$ cat src/verilog/tfcr_pkg.sv
// Package: constants and carriers for the transmit credit reporting block
package tfcr_pkg;
  localparam int HDR_W        = 8;
  localparam int DATA_W       = 12;
  localparam int HDR_BYTES    = 20;
  localparam int DATA_BYTES   = 16;
  localparam int SEL_LATENCY  = 2;
  localparam int ERR_W        = 7;
  localparam int ERR_KIND_W   = 3;
  localparam int PEND_W       = 2;
  localparam int NUM_CLS      = 3;
  localparam int TYPE_W       = 6;

  localparam logic [1:0] CLS_POSTED    = 2'h0;
  localparam logic [1:0] CLS_NONPOSTED = 2'h1;
  localparam logic [1:0] CLS_COMPL     = 2'h2;

  // Type vector order: posted hdr/data, non-posted hdr/data, cpl hdr/data
  localparam int BIT_PH = 5;
  localparam int BIT_PD = 4;

  localparam logic [HDR_W-1:0]      HDR_RST   = 8'h00;
  localparam logic [DATA_W-1:0]     DATA_RST  = 12'h000;
  localparam logic [TYPE_W-1:0]     TYPE_RST  = 6'h00;
  localparam logic [ERR_W-1:0]      ERR_RST   = 7'h00;
  localparam logic [PEND_W-1:0]     PEND_MAX  = 2'h3;
  localparam logic [ERR_KIND_W-1:0] KIND_RST  = 3'h0;

  typedef struct packed {
    logic              valid;
    logic [1:0]        cls;
    logic              isData;
    logic              infinite;
    logic [DATA_W-1:0] value;
  } tfcr_limit_t;

  typedef struct packed {
    logic       valid;
    logic [1:0] cls;
    logic       withData;
  } tfcr_icons_t;

  typedef struct packed {
    logic              valid;
    logic [1:0]        cls;
    logic [DATA_W-1:0] dataCredits;
  } tfcr_acons_t;
endpackage

$ cat src/verilog/tfcr_credit_report.sv
// Transmit flow-control credit reporting and completion error logging
`timescale 1ns/1ps
module tfcr_credit_report
  import tfcr_pkg::*;
#(
  parameter bit CONS_SEL_EN = 1'b1
) (
  input  wire logic                  clk_sys,
  input  wire logic                  resetn,
  input  wire logic                  clkEn,
  input  wire logic                  linkUp,
  input  wire logic [1:0]            creditClassSelect,
  input  wire logic                  consumedSelect,
  input  wire tfcr_limit_t           limitUpdate,
  input  wire tfcr_icons_t           internalConsume,
  input  wire tfcr_acons_t           appConsume,
  input  wire logic [ERR_W-1:0]      complErrReport,
  input  wire logic                  errMsgReady,
  output logic [HDR_W-1:0]           headerCreditValue,
  output logic [DATA_W-1:0]          dataCreditValue,
  output logic [TYPE_W-1:0]          internalCreditConsumedPulse,
  output logic [TYPE_W-1:0]          creditUnlimitedFlags,
  output logic                       transmitStreamReady,
  output logic [ERR_W-1:0]           errStatus,
  output logic                       errMsgValid,
  output logic [ERR_KIND_W-1:0]      errMsgKind
);

  function automatic int hdrBit(input logic [1:0] cls);
    return BIT_PH - 2 * int'(cls);
  endfunction

  function automatic int dataBit(input logic [1:0] cls);
    return BIT_PD - 2 * int'(cls);
  endfunction

  logic [HDR_W-1:0]  limHdr_r  [NUM_CLS];
  logic [DATA_W-1:0] limData_r [NUM_CLS];
  logic [HDR_W-1:0]  conHdr_r  [NUM_CLS];
  logic [DATA_W-1:0] conData_r [NUM_CLS];
  logic [TYPE_W-1:0] unlimited_r;
  logic [1:0]        selStage_r;
  logic              consStage_r;
  logic [HDR_W-1:0]  hdrOut_r;
  logic [DATA_W-1:0] dataOut_r;
  logic [TYPE_W-1:0] pulse_r;
  logic [PEND_W-1:0] pend_r [ERR_W];
  logic [ERR_W-1:0]  status_r;
  logic              msgValid_r;
  logic [ERR_KIND_W-1:0] msgKind_r;
  logic              exhausted;
  logic              loadMsg;
  logic [ERR_W-1:0]  pendAny;
  logic [ERR_KIND_W-1:0] pickKind;

  // Limits and unlimited flags from the link's flow-control updates
  always_ff @(posedge clk_sys or negedge resetn) begin
    if (!resetn) begin
      for (int c = 0; c < NUM_CLS; c++) begin
        limHdr_r[c]  <= HDR_RST;
        limData_r[c] <= DATA_RST;
      end
      unlimited_r <= TYPE_RST;
    end else if (clkEn && limitUpdate.valid &&
                 limitUpdate.cls != 2'h3) begin
      if (limitUpdate.isData) begin
        limData_r[limitUpdate.cls] <= limitUpdate.value;
        unlimited_r[dataBit(limitUpdate.cls)] <= limitUpdate.infinite;
      end else begin
        limHdr_r[limitUpdate.cls] <= limitUpdate.value[HDR_W-1:0];
        unlimited_r[hdrBit(limitUpdate.cls)] <= limitUpdate.infinite;
      end
    end
  end

  // Consumed counters wrap modulo their width, as credit arithmetic does
  always_ff @(posedge clk_sys or negedge resetn) begin
    if (!resetn) begin
      for (int c = 0; c < NUM_CLS; c++) begin
        conHdr_r[c]  <= HDR_RST;
        conData_r[c] <= DATA_RST;
      end
    end else if (clkEn) begin
      for (int c = 0; c < NUM_CLS; c++) begin
        logic [HDR_W-1:0]  hInc;
        logic [DATA_W-1:0] dInc;
        hInc = HDR_RST;
        dInc = DATA_RST;
        if (internalConsume.valid && internalConsume.cls == 2'(c)) begin
          hInc = hInc + 8'h01;
          if (internalConsume.withData)
            dInc = dInc + 12'h001;
        end
        if (appConsume.valid && appConsume.cls == 2'(c)) begin
          hInc = hInc + 8'h01;
          dInc = dInc + appConsume.dataCredits;
        end
        conHdr_r[c]  <= conHdr_r[c] + hInc;
        conData_r[c] <= conData_r[c] + dInc;
      end
    end
  end

  // Internal pulses: one header bit, plus its data bit when data rides along
  always_ff @(posedge clk_sys or negedge resetn) begin
    if (!resetn) begin
      pulse_r <= TYPE_RST;
    end else if (clkEn) begin
      pulse_r <= TYPE_RST;
      if (internalConsume.valid && internalConsume.cls != 2'h3) begin
        pulse_r[hdrBit(internalConsume.cls)] <= 1'b1;
        if (internalConsume.withData)
          pulse_r[dataBit(internalConsume.cls)] <= 1'b1;
      end
    end
  end

  // Two-stage path: select captured, then the muxed value registered
  always_ff @(posedge clk_sys or negedge resetn) begin
    if (!resetn) begin
      selStage_r  <= CLS_POSTED;
      consStage_r <= 1'b0;
      hdrOut_r    <= HDR_RST;
      dataOut_r   <= DATA_RST;
    end else if (clkEn) begin
      selStage_r  <= creditClassSelect;
      consStage_r <= CONS_SEL_EN && consumedSelect;
      if (!linkUp || selStage_r == 2'h3) begin
        // Code 11 is undefined; zero is shown rather than stale data
        hdrOut_r  <= HDR_RST;
        dataOut_r <= DATA_RST;
      end else if (consStage_r) begin
        hdrOut_r  <= conHdr_r[selStage_r];
        dataOut_r <= conData_r[selStage_r];
      end else begin
        hdrOut_r  <= limHdr_r[selStage_r];
        dataOut_r <= limData_r[selStage_r];
      end
    end
  end

  always_comb begin
    exhausted = 1'b0;
    for (int c = 0; c < NUM_CLS; c++) begin
      if (!unlimited_r[hdrBit(2'(c))] && limHdr_r[c] == conHdr_r[c])
        exhausted = 1'b1;
      if (!unlimited_r[dataBit(2'(c))] && limData_r[c] == conData_r[c])
        exhausted = 1'b1;
    end
  end

  // Error logging: per-kind pending count so back-to-back reports survive
  always_comb begin
    pickKind = KIND_RST;
    for (int k = ERR_W - 1; k >= 0; k--) begin
      pendAny[k] = pend_r[k] != 2'h0;
      if (pendAny[k])
        pickKind = 3'(k);
    end
  end

  assign loadMsg = (|pendAny) && (!msgValid_r || errMsgReady);

  always_ff @(posedge clk_sys or negedge resetn) begin
    if (!resetn) begin
      for (int k = 0; k < ERR_W; k++)
        pend_r[k] <= 2'h0;
      status_r <= ERR_RST;
    end else if (clkEn) begin
      for (int k = 0; k < ERR_W; k++) begin
        logic dec;
        dec = loadMsg && pickKind == 3'(k);
        if (complErrReport[k]) begin
          status_r[k] <= 1'b1;
          // A report in the same cycle as a take keeps the count level
          if (!dec && pend_r[k] != PEND_MAX)
            pend_r[k] <= pend_r[k] + 2'h1;
        end else if (dec) begin
          pend_r[k] <= pend_r[k] - 2'h1;
        end
      end
    end
  end

  always_ff @(posedge clk_sys or negedge resetn) begin
    if (!resetn) begin
      msgValid_r <= 1'b0;
      msgKind_r  <= KIND_RST;
    end else if (clkEn) begin
      if (loadMsg) begin
        msgValid_r <= 1'b1;
        msgKind_r  <= pickKind;
      end else if (errMsgReady) begin
        msgValid_r <= 1'b0;
      end
    end
  end

  assign headerCreditValue           = hdrOut_r;
  assign dataCreditValue             = dataOut_r;
  assign internalCreditConsumedPulse = pulse_r;
  assign creditUnlimitedFlags        = unlimited_r;
  assign transmitStreamReady         = linkUp && !exhausted;
  assign errStatus                   = status_r;
  assign errMsgValid                 = msgValid_r;
  assign errMsgKind                  = msgKind_r;
endmodule

$ cat config.mk
export PLATFORM = sky130hd
export DESIGN_NAME = tfcr_credit_report
export DESIGN_NICKNAME = d
export VERILOG_FILES = /design/src/verilog/tfcr_pkg.sv /design/src/verilog/tfcr_credit_report.sv
export SDC_FILE = /design/constraint.sdc
export NUM_CORES = 1
export LEC_CHECK = 0
export BUFFER_PORTS_ARGS = -buffer_cell sky130_fd_sc_hd__buf_2
export CAP_MARGIN = 20
export CELL_PAD_IN_SITES_DETAIL_PLACEMENT = 1
export CELL_PAD_IN_SITES_GLOBAL_PLACEMENT = 1
export CORE_MARGIN = 2
export CORE_UTILIZATION = 51
export CTS_CLUSTER_SIZE = 24
export DETAILED_ROUTE_END_ITERATION = 12
export GPL_TIMING_DRIVEN = 0
export PLACE_DENSITY = 0.84
export SLEW_MARGIN = 15
export SYNTH_ARGS = -nofsm -noshare
export SYNTH_HDL_FRONTEND = slang
export SYNTH_SLANG_ARGS = --single-unit
$ cat constraint.sdc
create_clock -name clk_sys -period 5.15 [get_ports clk_sys]
set_input_delay 0.515 -clock clk_sys [delete_from_list [all_inputs] [get_ports clk_sys]]
set_output_delay 0.515 -clock clk_sys [all_outputs]
set_load 0.03 [all_outputs]
Word level (Yosys, flattened, before mapping):

Cells that the tools add are included.

* flip-flop bits (word level): 180
* output and inout bits: 44
* word-level logic and storage cells: 299

* add/subtract/negate cells: 30
* magnitude comparators: 11
* equality and inequality tests: 33
* mux-type cells: 96
* bitwise gates (word level): 4
* reduce and logical (&&, ||, !) cells: 91

Operators with widths (number)
* 12-bit two-way mux: 16
* 8-bit two-way mux: 16
* 12-bit adder: 6
* 12-bit binary-select mux with 2-bit select: 2
* 2-bit two-way mux: 21
* 36-bit bitwise mux: 1
* 12-bit == test: 3
* 1-bit logical AND: 36
* 8-bit binary-select mux with 2-bit select: 2
* 2-bit nonzero test: 15
* 8-bit by 1-bit adder with 8-bit output, second input constant: 3
* 8-bit adder: 3
* 24-bit bitwise mux: 1
* 12-bit demux with 2-bit select: 1
* 8-bit == test: 3
* 2-bit AND reduction: 11
* 3-bit two-way mux: 7
* 3-bit AND reduction: 7
* 4-bit by 5-bit less-than comparator with 1-bit output, second input constant: 4
* 1-bit two-way mux: 19
* 6-bit two-way mux: 3
* 2-bit != test, second input constant: 9
* 8-bit demux with 2-bit select: 1
* 4-bit by 1-bit >= comparator with 1-bit output, second input constant: 4
* 21 further kinds: 71

Depth between registers and ports, before layout:

* depth in word-level cells: 14
* depth in mapped cells: 16
* mapped depth without buffers: 15

Least setup slack after synthesis:

Ideal clock, no wire load.

* kind: input port to flip-flop
* start: in internalConsume[1] (netlist name)
* end: reg conData_r[21] (netlist name)
* setup time: 0.125 ns
* data arrival time: 3.335 ns
* setup slack: 1.691 ns
* stages on the path: 15
* buffers on the path: 1
* cells stage by stage: nand2_1 -> nor2_1 -> and2_1 -> ha_1 -> ha_1 -> nand2_1 -> or3_1 -> a21oi_1 -> ha_1 -> clkbuf_1 -> a2111oi_0 -> o21ai_0 -> a221oi_1 -> xnor2_1 -> mux2_2

* cells in the longest elaborated chain, start to end: 8

Ends and longest elaborated chain
* start: declaration: RTL line tfcr_credit_report.sv:15 `input wire tfcr_icons_t internalConsume,`
* 2-bit by 1-bit == test with 1-bit output *: RTL line tfcr_credit_report.sv:89 `if (internalConsume.valid && internalConsume.cls == 2'(c)) begin`
* 1-bit logical AND *: RTL line tfcr_credit_report.sv:89
* 1-bit two-way mux *: RTL line tfcr_credit_report.sv:89
* 12-bit two-way mux *: RTL line tfcr_credit_report.sv:83 `end else if (clkEn) begin`
* 12-bit adder: RTL line tfcr_credit_report.sv:96 `dInc = dInc + appConsume.dataCredits;`
* 12-bit two-way mux *: RTL line tfcr_credit_report.sv:94 `if (appConsume.valid && appConsume.cls == 2'(c)) begin`
* 12-bit two-way mux *: RTL line tfcr_credit_report.sv:83
* 12-bit adder *: RTL line tfcr_credit_report.sv:99 `conData_r[c] <= conData_r[c] + dInc;`
* end signal: indexed assignment: RTL line tfcr_credit_report.sv:99
* end: declaration: RTL line tfcr_credit_report.sv:40 `logic [DATA_W-1:0] conData_r [NUM_CLS];`

Mark *: on every way between the ends. The rest lies on a longest branch, timed or not. The select of a mux whose other input is x is not followed.
A chain may end at the register's enable or synchronous reset.

Worst setup path in the final report:

* start: in internalConsume[1] (netlist name)
* end: reg conData_r[35] (netlist name)

* cells in the longest elaborated chain, start to end: 8

Ends and longest elaborated chain (RTL line)
* 2-bit zero test *: tfcr_credit_report.sv:89
* 1-bit logical AND *: tfcr_credit_report.sv:89
* 1-bit two-way mux *: tfcr_credit_report.sv:89
* 12-bit two-way mux *: tfcr_credit_report.sv:83
* 12-bit adder: tfcr_credit_report.sv:96
* 12-bit two-way mux *: tfcr_credit_report.sv:94
* 12-bit two-way mux *: tfcr_credit_report.sv:83
* 12-bit adder *: tfcr_credit_report.sv:99

Marked as above.

==> reports/results.ini <==
[setup_path]
crit_chain = buf_2, nor3b_1, and2_1, ha_1, ha_1, nand2_1, or3_1, a21oi_1, ha_1, a21oi_1, nor2_1, a2111oi_0, a21oi_1, a31oi_1, xnor2_1
path_buf_inv = 1
crit_path_max_incr_delay_ns = 0.55
cp-startpoint = internalConsume[1]
endpoint_kind = flop
cp.depth = 15
worstSetupPathType = in2reg
r2r-end = conData_r[32]
startpoint_type = input port
crit_fanout = 5
arrival_ns = 4.37
worst-r2r-cell-count = 8
critical_path_required_ns = 5.51
r2r_start = conData_r[24]
critical_path.top_delay_family = compound AO/OA/AOI/OAI gates
crit_path_end = conData_r[35]
slowest_stage = a2111oi_0
r2r_slack_ns = 2.59

[sta]
fmax_mhz = 249.0
drv_slew = 0
hold_viol = 6
maxSlewHeadroom = 0.3747
clock_skew_ns = 0.01038
setup_viol = 0
fin_tns_setup_ns = 0
setup_slack_ns = 1.133
finalCritPeriodShare = 0.7799
fin_hold_ws_ns = -0.003713
worstMarginPinSlew_ns = 0.9379
fin_crit_ns = 4.017
rsz0062_at_grt = false

[routing]
drtIter0Drc = 696
routed-via-count = 9612
via_per_inst = 6.429
drtPass1Iterations = 5
wl_per_cell_um = 25.26
final_antenna_net_count = 0
wirelength_mm = 37.76
drcViolationCount = 0

[run_status]
status = finished, violations left
violations = negative hold slack

[synthesis]
synth_top_cell_area_share = 0.4100
async_reset_ff_frac = 1.000
yosysMostFrequentCell = dfrtp_1
synth_common_cells = 180 x dfrtp_1, 101 x mux2_2, 85 x xnor2_1
synth_area_um2 = 10990
syn_nets = 1203
avgSynthCellArea_um2 = 10.01
ys_warn_count = 0
synth_edf_count = 0
ys.flop_type = dfrtp_1
ys_types = 63
synth.top_cells.by_area = dfrtp_1 41%, mux2_2 10%, xnor2_1 6.8%, ha_1 5.6%, a21oi_1 3.5%
synth_cells = 1097
yosysTopAreaCell = dfrtp_1
ys_seq_elements = 180
yosysSeqAreaShare = 0.4100

[cts]
clockBufferDepth = 2
cts.repair.resized = 0
clk_latency_ns = 0.44
hold_buffers = 0
clock-root-buffer = clkbuf_16
cts_tree = done
cts_max_level = 4
clk_pin_slew_ns = 0.07
cts_setup_buffers = 0
cts.sinks = 180
cts_made_buffers = 17

[final_layout]
fin_area_um2 = 12430
diodes = 0
final_nets = 1314
fillers = 2391
synthToLayoutAreaGrowth_pct = 13.12
drive_above_1_share = 0.1918

[grt]
grt_use_total = 0.3457
antenna_found_initial = 1
first_global_vias = 9967
grt_pass1_wl_mm = 58.29
grt_overflow_total = 0
grt_max_degree = 62

[floorplan]
initial_core_util = 0.5209
std_cell_rows = 53
fp.dieW_um = 150.8
die_y_um = 150.8
core_area_um2 = 21090
die-area_um2 = 22730
io_pins = 95

[placed_design]
port_buffers = 90
gp_congestion = 0.9250
pre_cts_ws_ns = 0.7518
dp_hpwl_mm = 27.40
placed_area_um2 = 11850

[flow_run]
maxCapViolCount = 0

[min_path]
hp-class = in2async

[power]
p_per_area_nw_per_um2 = 450.8
p_leak_nw = 5.338
peakVddDrop_mv = 0.2577
power_mw = 5.603

[cells by family after synthesis]
| logic type | count (synthesis) | share of synthesized area |
|---|---|---|
| muxes | 116 | 0.1172 |
| DFF | 180 | 0.4100 |
| AOI/OAI and AO/OA | 267 | 0.1543 |
| xor gates and xnor gates | 121 | 0.09647 |
| and+or+nand+nor | 283 | 0.1285 |
| buffers and inverters | 75 | 0.02677 |
| adders and majority gates | 55 | 0.06674 |
[cells in the final DEF (no fill, tap or decap), drive strengths merged, types with 49 or more instances in the layout]
master  instances
a21oi          77
buf           107
clkbuf         53
dfrtp         180
ha             49
mux2          101
nand2          64
nor2           80
o21ai          50
xnor2          85
[report_power, final]
part | total, mW | switching, mW | internal (mW) | leakage (nW)
Clock | 1.33 | 0.590 | 0.744 | 0.285
Combinational | 1.89 | 1.04 | 0.846 | 2.89
Sequential | 2.38 | 0.600 | 1.78 | 2.17
[per-stage QoR]
stage	utilization	cells	hold WS, ns
floorplan	-	1097	0.2194
global placement	0.5586	1462	0.4329
detailed placement	0.5617	1464	0.4438
CTS	0.5893	1495	0.003460
global route	0.5893	1495	0.01762
finish	0.5893	1495	-0.003713
[how the worst min path moves through the flow]
stage | from | endpoint | slack [ns] | cells after the start
after floorplan | resetn | conData_r[0] | 0.22 | 0
after global placement | errStatus[3] | errStatus[3] | 0.43 | 1
after detailed placement | errStatus[0] | errStatus[0] | 0.44 | 1
after CTS | resetn | conHdr_r[11] | 0.003 | 1
after global routing | resetn | conHdr_r[3] | 0.02 | 1
final | resetn | conHdr_r[3] | -0.004 | 1
[cell type report]
type                       instances  area [µm²]  share of cell area
clock inverter                    10       121.4            0.009766
inverter                          28       105.1            0.008458
sequential                       180        4504              0.3625
buffer                            47       188.9             0.01520
timing repair buffer              92       515.5             0.04148
multi-input combinational        842        6187              0.4979
tap                              275       344.1             0.02769
clock buffer                      21       460.4             0.03705
[registers in the layout (all words and copies together) (netlist names)]
signal,count
conData_r,36
conHdr_r,24
consStage_r,1
creditUnlimitedFlags,6
dataCreditValue,12
errMsgKind,3
errMsgValid,1
errStatus,7
headerCreditValue,8
internalCreditConsumedPulse,6
limData_r,36
limHdr_r,24
pend_r,14
selStage_r,2
[per-layer routing]
metal  global-route usage  vias up  routed length, µm
met5                    0        -                  0
met4               0.1332        0               1385
met3              0.08879       96               2955
met2               0.5566      409              17720
met1               0.4487     4865              15710
li1                     -     4242                  -
(Power assumes the default switching activity.)
